### config.mk
export PLATFORM = sky130hd
export DESIGN_NAME = power_query_and_config_overlay
export DESIGN_NICKNAME = d
export VERILOG_FILES = /design/src/pq_dco_pkg.sv /design/src/overlay_word_gen.sv /design/src/power_query_and_config_overlay.sv
export SDC_FILE = /design/constraint.sdc
export NUM_CORES = 1
export LEC_CHECK = 0
export BUFFER_PORTS_ARGS = -buffer_cell sky130_fd_sc_hd__buf_2
export CORE_MARGIN = 1
export CORE_UTILIZATION = 45
export DETAILED_ROUTE_END_ITERATION = 12
export MAX_ROUTING_LAYER = met4
export PLACE_DENSITY = 0.67
export SETUP_SLACK_MARGIN = 0.15
export SLEW_MARGIN = 20
export SYNTH_ARGS = -nofsm -noshare
export SYNTH_HDL_FRONTEND = slang
export SYNTH_SLANG_ARGS = --single-unit
export TNS_END_PERCENT = 5
### constraint.sdc
create_clock -name core_clk -period 3.5 [get_ports core_clk]
set_input_delay 0.35 -clock core_clk [delete_from_list [all_inputs] [get_ports core_clk]]
set_output_delay 0.35 -clock core_clk [all_outputs]
set_load 0.05 [all_outputs]
### src/pq_dco_pkg.sv
package pq_dco_pkg;
    localparam logic [7:0]  OP_POWER_QUERY     = 8'hE5;
    localparam logic [7:0]  OP_POWER_QUERY_ALT = 8'h98;
    localparam logic [7:0]  OP_OVERLAY         = 8'hB1;

    localparam logic [7:0]  SUB_RESTORE  = 8'hC0;
    localparam logic [7:0]  SUB_FREEZE   = 8'hC1;
    localparam logic [7:0]  SUB_IDENTIFY = 8'hC2;
    localparam logic [7:0]  SUB_SET      = 8'hC3;

    localparam logic [7:0]  RSN_NONE        = 8'h00;
    localparam logic [7:0]  RSN_FROZEN      = 8'h01;
    localparam logic [7:0]  RSN_MAX_LOCKED  = 8'h05;
    localparam logic [7:0]  RSN_HPA         = 8'h06;
    localparam logic [7:0]  RSN_UNSUPPORTED = 8'h07;
    localparam logic [7:0]  RSN_BAD_SUB     = 8'h08;
    localparam logic [7:0]  RSN_OTHER       = 8'hFF;

    localparam logic [7:0]  SC_SPUN_UP   = 8'hFF;
    localparam logic [7:0]  SC_NOT_READY = 8'h00;

    localparam logic [7:0]  WORD_REV  = 8'h00;
    localparam logic [7:0]  WORD_MDMA = 8'h01;
    localparam logic [7:0]  WORD_UDMA = 8'h02;
    localparam logic [7:0]  WORD_LBA0 = 8'h03;
    localparam logic [7:0]  WORD_LBA1 = 8'h04;
    localparam logic [7:0]  WORD_LBA2 = 8'h05;
    localparam logic [7:0]  WORD_LBA3 = 8'h06;
    localparam logic [7:0]  WORD_FEAT = 8'h07;
    localparam logic [7:0]  WORD_LAST = 8'hFF;
    localparam logic [7:0]  BIT_ZERO  = 8'h00;

    localparam logic [15:0] STRUCT_REV = 16'h0001;
    localparam logic [7:0]  SIGNATURE  = 8'hA5;

    localparam int          ST_BSY  = 7;
    localparam int          ST_RDY  = 6;
    localparam int          ST_DSC  = 4;
    localparam int          ST_DRQ  = 3;
    localparam int          ST_ERR  = 0;
    localparam int          ERR_ABT = 2;
    localparam logic [7:0]  STATUS_READY = 8'h50;
    localparam logic [7:0]  REG_CLEAR    = 8'h00;

    typedef enum logic [1:0] {IDLE, SEND, RECV, APPLY} phase_e;
endpackage

### src/overlay_word_gen.sv
`timescale 1ns/100ps
module overlay_word_gen #(
    parameter logic [15:0] MDMA   = 16'h0007,
    parameter logic [15:0] UDMA   = 16'h003F,
    parameter logic [63:0] MAXLBA = 64'h0000_0000_0950_F8AF,
    parameter logic [15:0] FEAT   = 16'h008F
) (
    input  wire logic [7:0]  word_idx,
    output logic      [15:0] word_data
);
    logic [15:0] words [0:7];
    logic [7:0]  byte_sum;
    logic [7:0]  checksum;

    assign words[0] = pq_dco_pkg::STRUCT_REV;
    assign words[1] = MDMA;
    assign words[2] = UDMA;
    assign words[3] = MAXLBA[15:0];
    assign words[4] = MAXLBA[31:16];
    assign words[5] = MAXLBA[47:32];
    assign words[6] = MAXLBA[63:48];
    assign words[7] = FEAT;

    // constant fold: words 8 through 254 are reserved zero
    always_comb begin
        byte_sum = pq_dco_pkg::SIGNATURE;
        for (int i = 0; i < 8; i++) begin
            byte_sum = 8'(byte_sum + words[i][7:0] + words[i][15:8]);
        end
        checksum = 8'(-byte_sum);
    end

    always_comb begin
        if (word_idx == pq_dco_pkg::WORD_LAST) begin
            word_data = {checksum, pq_dco_pkg::SIGNATURE};
        end else if (word_idx <= pq_dco_pkg::WORD_FEAT) begin
            word_data = words[word_idx[2:0]];
        end else begin
            word_data = 16'h0000;
        end
    end
endmodule

### src/power_query_and_config_overlay.sv
`timescale 1ns/100ps
module power_query_and_config_overlay #(
    parameter logic [15:0] FACT_MDMA     = 16'h0007,
    parameter logic [15:0] FACT_UDMA     = 16'h003F,
    parameter logic [63:0] FACT_MAXLBA   = 64'h0000_0000_0950_F8AF,
    parameter logic [15:0] FACT_FEAT     = 16'h008F,
    parameter bit          DCO_SUPPORTED = 1'b1
) (
    input  wire logic        core_clk,
    input  wire logic        rstn,
    input  wire logic        ata_reset,
    input  wire logic        cmd_wr,
    input  wire logic [7:0]  cmd_code,
    input  wire logic [7:0]  features,
    input  wire logic        spindle_at_speed,
    input  wire logic        standby_mode,
    input  wire logic        sleep_mode,
    input  wire logic        hpa_established,
    input  wire logic        max_addr_locked,
    input  wire logic        rd_ready,
    input  wire logic        wr_valid,
    input  wire logic [15:0] wr_data,
    output logic      [15:0] rd_data,
    output logic             rd_valid,
    output logic      [7:0]  sector_count,
    output logic      [7:0]  lba_mid,
    output logic      [7:0]  lba_high,
    output logic      [7:0]  error_reg,
    output logic      [7:0]  status_reg,
    output logic             cmd_done,
    output logic             frozen,
    output logic      [15:0] cap_mdma,
    output logic      [15:0] cap_udma,
    output logic      [63:0] cap_max_lba,
    output logic      [15:0] cap_feat
);
    pq_dco_pkg::phase_e phase;
    logic [7:0]  idx;
    logic [7:0]  gen_idx;
    logic [15:0] gen_word;
    logic [15:0] rx_mdma;
    logic [15:0] rx_udma;
    logic [63:0] rx_lba;
    logic [15:0] rx_feat;
    logic [7:0]  rx_sum;
    logic        rx_sig_ok;

    logic        is_pq;
    logic        is_dco;
    logic        sub_valid;
    logic        fin;
    logic        fin_abort;
    logic [7:0]  fin_sc;
    logic [7:0]  fin_word;
    logic        do_restore;
    logic        do_freeze;
    logic        do_set;
    logic        start_send;
    logic        start_recv;
    logic        lba_change;

    assign is_pq  = cmd_wr && !ata_reset && phase == pq_dco_pkg::IDLE &&
                    (cmd_code == pq_dco_pkg::OP_POWER_QUERY ||
                     cmd_code == pq_dco_pkg::OP_POWER_QUERY_ALT);
    assign is_dco = cmd_wr && !ata_reset && phase == pq_dco_pkg::IDLE &&
                    cmd_code == pq_dco_pkg::OP_OVERLAY;
    assign sub_valid = features == pq_dco_pkg::SUB_RESTORE || features == pq_dco_pkg::SUB_FREEZE ||
                       features == pq_dco_pkg::SUB_IDENTIFY || features == pq_dco_pkg::SUB_SET;
    assign lba_change = rx_lba != cap_max_lba;

    overlay_word_gen #(
        .MDMA   (FACT_MDMA),
        .UDMA   (FACT_UDMA),
        .MAXLBA (FACT_MAXLBA),
        .FEAT   (FACT_FEAT)
    ) u_gen (
        .word_idx  (gen_idx),
        .word_data (gen_word)
    );
    // identify always serves the full capability set, never the reduced one
    assign gen_idx = (phase == pq_dco_pkg::IDLE) ? pq_dco_pkg::WORD_REV : 8'(idx + 8'h01);

    // completion decision; checks are ordered by priority of the reason code
    always_comb begin
        fin        = 1'b0;
        fin_abort  = 1'b0;
        fin_sc     = pq_dco_pkg::RSN_NONE;
        fin_word   = pq_dco_pkg::BIT_ZERO;
        do_restore = 1'b0;
        do_freeze  = 1'b0;
        do_set     = 1'b0;
        start_send = 1'b0;
        start_recv = 1'b0;
        case (phase)
            pq_dco_pkg::IDLE: begin
                if (is_pq) begin
                    fin    = 1'b1;
                    fin_sc = (spindle_at_speed && !standby_mode && !sleep_mode) ?
                             pq_dco_pkg::SC_SPUN_UP : pq_dco_pkg::SC_NOT_READY;
                end else if (is_dco) begin
                    if (!DCO_SUPPORTED) begin
                        fin = 1'b1; fin_abort = 1'b1; fin_sc = pq_dco_pkg::RSN_UNSUPPORTED;
                    end else if (!sub_valid) begin
                        fin = 1'b1; fin_abort = 1'b1; fin_sc = pq_dco_pkg::RSN_BAD_SUB;
                    end else if (frozen) begin
                        fin = 1'b1; fin_abort = 1'b1; fin_sc = pq_dco_pkg::RSN_FROZEN;
                    end else if (features == pq_dco_pkg::SUB_RESTORE) begin
                        fin = 1'b1;
                        if (cap_max_lba != FACT_MAXLBA && max_addr_locked) begin
                            fin_abort = 1'b1; fin_sc = pq_dco_pkg::RSN_MAX_LOCKED;
                            fin_word  = pq_dco_pkg::WORD_LBA0;
                        end else if (cap_max_lba != FACT_MAXLBA && hpa_established) begin
                            fin_abort = 1'b1; fin_sc = pq_dco_pkg::RSN_HPA;
                            fin_word  = pq_dco_pkg::WORD_LBA0;
                        end else begin
                            do_restore = 1'b1;
                        end
                    end else if (features == pq_dco_pkg::SUB_FREEZE) begin
                        fin = 1'b1; do_freeze = 1'b1;
                    end else if (features == pq_dco_pkg::SUB_IDENTIFY) begin
                        start_send = 1'b1;
                    end else begin
                        start_recv = 1'b1;
                    end
                end
            end
            pq_dco_pkg::SEND: begin
                fin = rd_valid && rd_ready && idx == pq_dco_pkg::WORD_LAST;
            end
            pq_dco_pkg::RECV: begin
                fin = 1'b0;
            end
            pq_dco_pkg::APPLY: begin
                fin = 1'b1;
                if (rx_sum != 8'h00 || !rx_sig_ok) begin
                    fin_abort = 1'b1; fin_sc = pq_dco_pkg::RSN_OTHER;
                    fin_word  = pq_dco_pkg::WORD_LAST;
                end else if (lba_change && max_addr_locked) begin
                    fin_abort = 1'b1; fin_sc = pq_dco_pkg::RSN_MAX_LOCKED;
                    fin_word  = pq_dco_pkg::WORD_LBA0;
                end else if (lba_change && hpa_established) begin
                    fin_abort = 1'b1; fin_sc = pq_dco_pkg::RSN_HPA;
                    fin_word  = pq_dco_pkg::WORD_LBA0;
                end else if (rx_lba > FACT_MAXLBA) begin
                    fin_abort = 1'b1; fin_sc = pq_dco_pkg::RSN_OTHER;
                    fin_word  = pq_dco_pkg::WORD_LBA0;
                end else begin
                    // a reset landing here drops the whole set, caps included
                    do_set = !ata_reset;
                end
            end
            default: begin
                fin = 1'b0;
            end
        endcase
    end

    // overlay state only falls to power-on reset, never to ata_reset
    always_ff @(posedge core_clk or negedge rstn) begin
        if (!rstn) begin
            frozen      <= 1'b0;
            cap_mdma    <= FACT_MDMA;
            cap_udma    <= FACT_UDMA;
            cap_max_lba <= FACT_MAXLBA;
            cap_feat    <= FACT_FEAT;
        end else begin
            if (do_freeze) begin
                frozen <= 1'b1;
            end
            if (do_restore) begin
                cap_mdma    <= FACT_MDMA;
                cap_udma    <= FACT_UDMA;
                cap_max_lba <= FACT_MAXLBA;
                cap_feat    <= FACT_FEAT;
            end else if (do_set) begin
                cap_mdma    <= rx_mdma & FACT_MDMA;
                cap_udma    <= rx_udma & FACT_UDMA;
                cap_max_lba <= rx_lba;
                cap_feat    <= rx_feat & FACT_FEAT;
            end
        end
    end

    always_ff @(posedge core_clk or negedge rstn) begin
        if (!rstn) begin
            phase    <= pq_dco_pkg::IDLE;
            idx      <= 8'h00;
            rd_valid <= 1'b0;
            rd_data  <= 16'h0000;
        end else if (ata_reset) begin
            phase    <= pq_dco_pkg::IDLE;
            idx      <= 8'h00;
            rd_valid <= 1'b0;
        end else begin
            case (phase)
                pq_dco_pkg::IDLE: begin
                    idx <= 8'h00;
                    if (start_send) begin
                        phase    <= pq_dco_pkg::SEND;
                        rd_valid <= 1'b1;
                        rd_data  <= gen_word;
                    end else if (start_recv) begin
                        phase <= pq_dco_pkg::RECV;
                    end
                end
                pq_dco_pkg::SEND: begin
                    if (rd_valid && rd_ready) begin
                        idx <= 8'(idx + 8'h01);
                        if (idx == pq_dco_pkg::WORD_LAST) begin
                            phase    <= pq_dco_pkg::IDLE;
                            rd_valid <= 1'b0;
                        end else begin
                            rd_data <= gen_word;
                        end
                    end
                end
                pq_dco_pkg::RECV: begin
                    if (wr_valid) begin
                        idx <= 8'(idx + 8'h01);
                        if (idx == pq_dco_pkg::WORD_LAST) begin
                            phase <= pq_dco_pkg::APPLY;
                        end
                    end
                end
                pq_dco_pkg::APPLY: begin
                    phase <= pq_dco_pkg::IDLE;
                end
                default: begin
                    phase <= pq_dco_pkg::IDLE;
                end
            endcase
        end
    end

    // incoming overlay capture and running byte sum
    always_ff @(posedge core_clk or negedge rstn) begin
        if (!rstn) begin
            rx_mdma   <= 16'h0000;
            rx_udma   <= 16'h0000;
            rx_lba    <= 64'h0;
            rx_feat   <= 16'h0000;
            rx_sum    <= 8'h00;
            rx_sig_ok <= 1'b0;
        end else if (start_recv) begin
            rx_sum    <= 8'h00;
            rx_sig_ok <= 1'b0;
        end else if (phase == pq_dco_pkg::RECV && wr_valid) begin
            rx_sum <= 8'(rx_sum + wr_data[7:0] + wr_data[15:8]);
            case (idx)
                pq_dco_pkg::WORD_MDMA: rx_mdma        <= wr_data;
                pq_dco_pkg::WORD_UDMA: rx_udma        <= wr_data;
                pq_dco_pkg::WORD_LBA0: rx_lba[15:0]   <= wr_data;
                pq_dco_pkg::WORD_LBA1: rx_lba[31:16]  <= wr_data;
                pq_dco_pkg::WORD_LBA2: rx_lba[47:32]  <= wr_data;
                pq_dco_pkg::WORD_LBA3: rx_lba[63:48]  <= wr_data;
                pq_dco_pkg::WORD_FEAT: rx_feat        <= wr_data;
                pq_dco_pkg::WORD_LAST: rx_sig_ok      <= wr_data[7:0] == pq_dco_pkg::SIGNATURE;
                default:               rx_sum         <= 8'(rx_sum + wr_data[7:0] + wr_data[15:8]);
            endcase
        end
    end

    // task file answer; bit index is always zero since only whole-word checks exist
    always_ff @(posedge core_clk or negedge rstn) begin
        if (!rstn) begin
            sector_count <= pq_dco_pkg::REG_CLEAR;
            lba_mid      <= pq_dco_pkg::REG_CLEAR;
            lba_high     <= pq_dco_pkg::REG_CLEAR;
            error_reg    <= pq_dco_pkg::REG_CLEAR;
            status_reg   <= pq_dco_pkg::STATUS_READY;
            cmd_done     <= 1'b0;
        end else if (ata_reset) begin
            sector_count <= pq_dco_pkg::REG_CLEAR;
            lba_mid      <= pq_dco_pkg::REG_CLEAR;
            lba_high     <= pq_dco_pkg::REG_CLEAR;
            error_reg    <= pq_dco_pkg::REG_CLEAR;
            status_reg   <= pq_dco_pkg::STATUS_READY;
            cmd_done     <= 1'b0;
        end else begin
            cmd_done <= fin;
            if (fin) begin
                sector_count <= fin_sc;
                lba_high     <= fin_word;
                lba_mid      <= pq_dco_pkg::BIT_ZERO;
                error_reg    <= pq_dco_pkg::REG_CLEAR;
                error_reg[pq_dco_pkg::ERR_ABT] <= fin_abort;
                status_reg   <= pq_dco_pkg::STATUS_READY;
                status_reg[pq_dco_pkg::ST_ERR] <= fin_abort;
            end else if (start_send || start_recv) begin
                status_reg <= pq_dco_pkg::STATUS_READY;
                status_reg[pq_dco_pkg::ST_DRQ] <= 1'b1;
            end else if (phase == pq_dco_pkg::RECV && wr_valid && idx == pq_dco_pkg::WORD_LAST) begin
                status_reg <= pq_dco_pkg::REG_CLEAR;
                status_reg[pq_dco_pkg::ST_BSY] <= 1'b1;
            end
        end
    end
endmodule

==> results.txt <==
----------------------------------------------------
[Run status]
  Status ... finished, final reports clean

[Clocking]
  Clk sinks ... 203
  TritonCTS Buffers ... 24
  Latest clock arrival within the worst-skew pair ... 0.53 ns
  Clock slew at the register clock pins of the worst setup and hold paths ... roughly 0.060 ns
  Setup Fix Bufs, Post-CTS ... 0
  CTS Root Cell ... sky130_fd_sc_hd__clkbuf_16
  CTS tree ... done
  Maximum root-to-sink buffer count ... 3
  CTS H-tree depth ... 1
  Post-CTS sizing ... 0

[Synthesis]
  Commonest register cell after synthesis ... sky130_fd_sc_hd__dfrtp_1
  Share of async-settable or async-resettable flops after synthesis ... 1.00
  Count of yosys warnings during synthesis ... 0
  Number of enable-type register cells in the synthesized netlist ... 0
  Unique cell type count in the Yosys netlist ... 72
  Mean instance size in the synthesized netlist ... 11.2 µm²
  Instance count of the mapped netlist ... 942
  Share of the yosys chip area belonging to registers ... 0.484
  Cell area after technology mapping ... 10600 µm²
  Register bit total from synthesis ... 203

[STA]
  Share of the cycle needed by the critical path after routing ... 0.864
  Endpoints failing hold ... 0
  Setup-violating endpoint count in the final report ... 0
  Worst-margin pin slew ... between 0.7 and 0.8 ns
  Clock tree skew after final layout ... about 0.034 ns
  Max-slew violation total from the final report ... 0
  RSZ-0062 raised after global routing ... false
  Total Neg Setup Slack ... 0 ns
  Time the worst path needs with I/O delays and setup ... 3.03 ns
  Normalized max-slew margin ... 0.525
  Maximum clock rate ... roughly 0.33 GHz

[Worst setup path]
  Source of the worst register-to-register timing path ... cap_max_lba[3]$_DFFE_PN1P_
  Critical path class ... reg2reg
  Reg2reg path depth ... 8
  CP max FO ... 25
  Reg2reg setup slack ... around 0.47 ns
  Worst R2R End ... cap_mdma[1]$_DFFE_PN1P_
  Setup crit end kind ... flip-flop
  Arrival time of the worst setup path ... 3.43 ns
  Critical path startpoint category ... flip-flop
  Required time at the endpoint of the critical path ... 3.90 ns

[Pwr]
  Pwr dens ... 575 nW/µm²
  Leak ... between 6 and 7 nW
  PnR Total Power ... 7.05 mW
  Maximum vdd ir drop ... between 300 and 400 µV

[Route]
  Met3 Wirelength ... 1710 µm
  Avg Vias per Cell ... 5.42
  Post-route met1 wirelength ... 13000 µm
  WL/cell ... 20.0 µm
  Residual DRC count ... 0
  Via Count ... 7747
  Residual antenna-violating net count after detailed routing ... 0
  Wire length on met2 ... roughly 13000 µm
  Highest routing layer actually used ... met4
  DRT iter0 DRCs ... 492
  Wirelength, routed ... 28600 µm
  Drt first pass iters ... 5

[Die]
  Die height ... 155 µm
  Core Box Area ... 22800 µm²
  Full die area ... about 24000 µm²
  Boundary Pins ... 214
  Die width ... 155 µm
  Number of rows created at floorplan ... 55
  Initial core utilization ... 0.463

[Global route]
  Tot GR Track Use ... 0.242
  Vias in the first global route ... 7349
  Number of antenna violations at the first check in global routing ... 1
  GRT overflow ... 0
  Largest net degree at the start of global routing ... 86
  Global-route wire length before repair ... 43500 µm

[Layout]
  Net count of the finished layout ... 1165
  Final instance area ... 12300 µm²
  Ratio of cells with drive above 1 in the final layout ... 0.301
  Registers with the highest flip-flop counts ... cap_max_lba: 64 flops, rx_lba: 64 flops, rd_data: 13 flops
  Share of the core filled with cells in the final layout ... 0.537
  Layout overhead on the synthesized area ... 15.9%
  Antenna cell count ... 0

[Place]
  Routability-driven placement congestion ratio ... 0.974
  Standard cell area after detailed placement ... ~11000 µm²
  Detailed-placement wirelength estimate ... approximately 20000 µm
  Buffers on Ports ... between 150 and 200

[Job]
  Max capacitance violation total ... 0

[Min path]
  Launch instance of the worst min-delay path ... wr_valid
  Hold Path Stages ... 3
  Worst Hold End ... rx_sum[0]$_DFFE_PN0P_
  Class of the tightest hold or removal check ... in2reg

----------------------------------------------------
[synthesized netlist by cell type, drive strengths merged (2+ instances only)]
cell,number,area (µm²)
a21o,5,37.5
ha,14,175
and3,6,37.5
buf,80,657
nand2b,8,50.1
o41ai,2,17.5
or4,10,82.6
a31oi,2,12.5
mux2,78,905
a21oi,29,149
o21bai,5,37.5
o31ai,9,67.6
or3,7,43.8
dfrtp,173,4330
a211oi,2,20.0
nand4b,2,17.5
o211ai,2,15.0
clkbuf,17,63.8
inv,12,45.0
fa,8,160
nand2,80,325
o21a,3,22.5
nor3,10,60.1
xor2,2,17.5
xnor2,71,622
mux2i,42,420
nand3,17,85.1
nor2,50,198
nand4,27,169
dfstp,30,788
a221o,3,30.0
and2,40,250
or4b,2,20.0
nor4,26,163
or2,6,37.5
nor4bb,6,60.1
and4b,3,30.0
nor4b,3,26.3
nand4bb,2,22.5
o22ai,3,18.8
nor2b,4,25.0
o21ai,27,135
[where the power goes]
group	leakage (nW)	internal [mW]	total, mW	switching [mW]
combinational	3.02	0.585	1.73	1.14
clock	0.407	1.64	2.62	0.982
sequential	2.70	2.54	2.70	0.160
total	6.12	4.76	7.05	2.29
[logic make-up after synthesis]
family	Yosys count	synth area share
AOI/OAI and AO/OA	102	0.0619
xor gates and xnor gates	73	0.0604
adders and majority gates	22	0.0317
buffers and inverters	109	0.0724
DFF	203	0.484
muxes	120	0.125
other	1	0.000354
and+or+nand+nor	312	0.164
[worst max-delay path by stage]
stage,from,end,slack (ns),cells past startpoint
after floorplan,wr_data[1],rx_sum[7]$_DFFE_PN0P_,0.87,10
after global placement,wr_data[1],rx_sum[7]$_DFFE_PN0P_,0.53,11
after detailed placement,wr_data[1],rx_sum[7]$_DFFE_PN0P_,0.48,11
after CTS,cap_max_lba[3]$_DFFE_PN1P_,cap_max_lba[5]$_DFFE_PN1P_,0.53,8
after global routing,cap_max_lba[2]$_DFFE_PN1P_,cap_mdma[1]$_DFFE_PN1P_,0.31,8
final,cap_max_lba[3]$_DFFE_PN1P_,cap_mdma[1]$_DFFE_PN1P_,0.47,8
[metal layers]
layer  global-route usage  up-vias
met3               0.0359       38
met1                0.336     3912
li1                     -     3532
met4               0.0640        0
met5                    -        -
met2                0.373      265
[critical path, stage by stage, from the launching register on]
cell	delay, ns
sky130_fd_sc_hd__dfstp_2	0.58
sky130_fd_sc_hd__xnor2_1	0.22
sky130_fd_sc_hd__nand4_1	0.17
sky130_fd_sc_hd__nor4_1	0.35
sky130_fd_sc_hd__nand4_1	0.35
sky130_fd_sc_hd__a211oi_4	0.61
sky130_fd_sc_hd__buf_12	0.29
sky130_fd_sc_hd__mux2i_1	0.23
sky130_fd_sc_hd__nand2_1	0.07
[stage by stage]
stage	cells	setup WS, ns	hold slack (ns)
3_5_place_dp	1386	0.484	0.447
2_1_floorplan	994	0.869	0.0544
5_1_grt	1430	0.315	0.155
6_report	1430	0.475	0.174
4_1_cts	1430	0.534	0.158
3_3_place_gp	1386	0.533	0.456
[cells in the final DEF (no fill, tap or decap), types with 27 or more instances in the layout]
master,count
sky130_fd_sc_hd__xnor2_1,71
sky130_fd_sc_hd__dfrtp_1,173
sky130_fd_sc_hd__mux2i_1,42
sky130_fd_sc_hd__conb_1,53
sky130_fd_sc_hd__nand2_1,76
sky130_fd_sc_hd__mux2_2,66
sky130_fd_sc_hd__nand4_1,27
sky130_fd_sc_hd__nor2_1,48
sky130_fd_sc_hd__a21oi_1,28
sky130_fd_sc_hd__and2_1,40
sky130_fd_sc_hd__buf_2,159
sky130_fd_sc_hd__dfstp_2,30
[layout make-up]
| cell class | instances | area (µm²) |
|---|---|---|
| fill | 2034 | 10600 |
| sequential | 203 | 5120 |
| multi-input combinational | 682 | 4910 |
| timing repair buffer | 177 | 965 |
| clock buffer | 34 | 678 |
| tap | 313 | 392 |
| clock inverter | 9 | 159 |
| inverter | 12 | 45.0 |
[repair_timing]
item / CTS / global route
hold buffers: 1 / 0
setup endpoints to repair: 0 / 0
endpoints found under the hold margin: 79 / 0
Power figures use the tool's default switching activity.
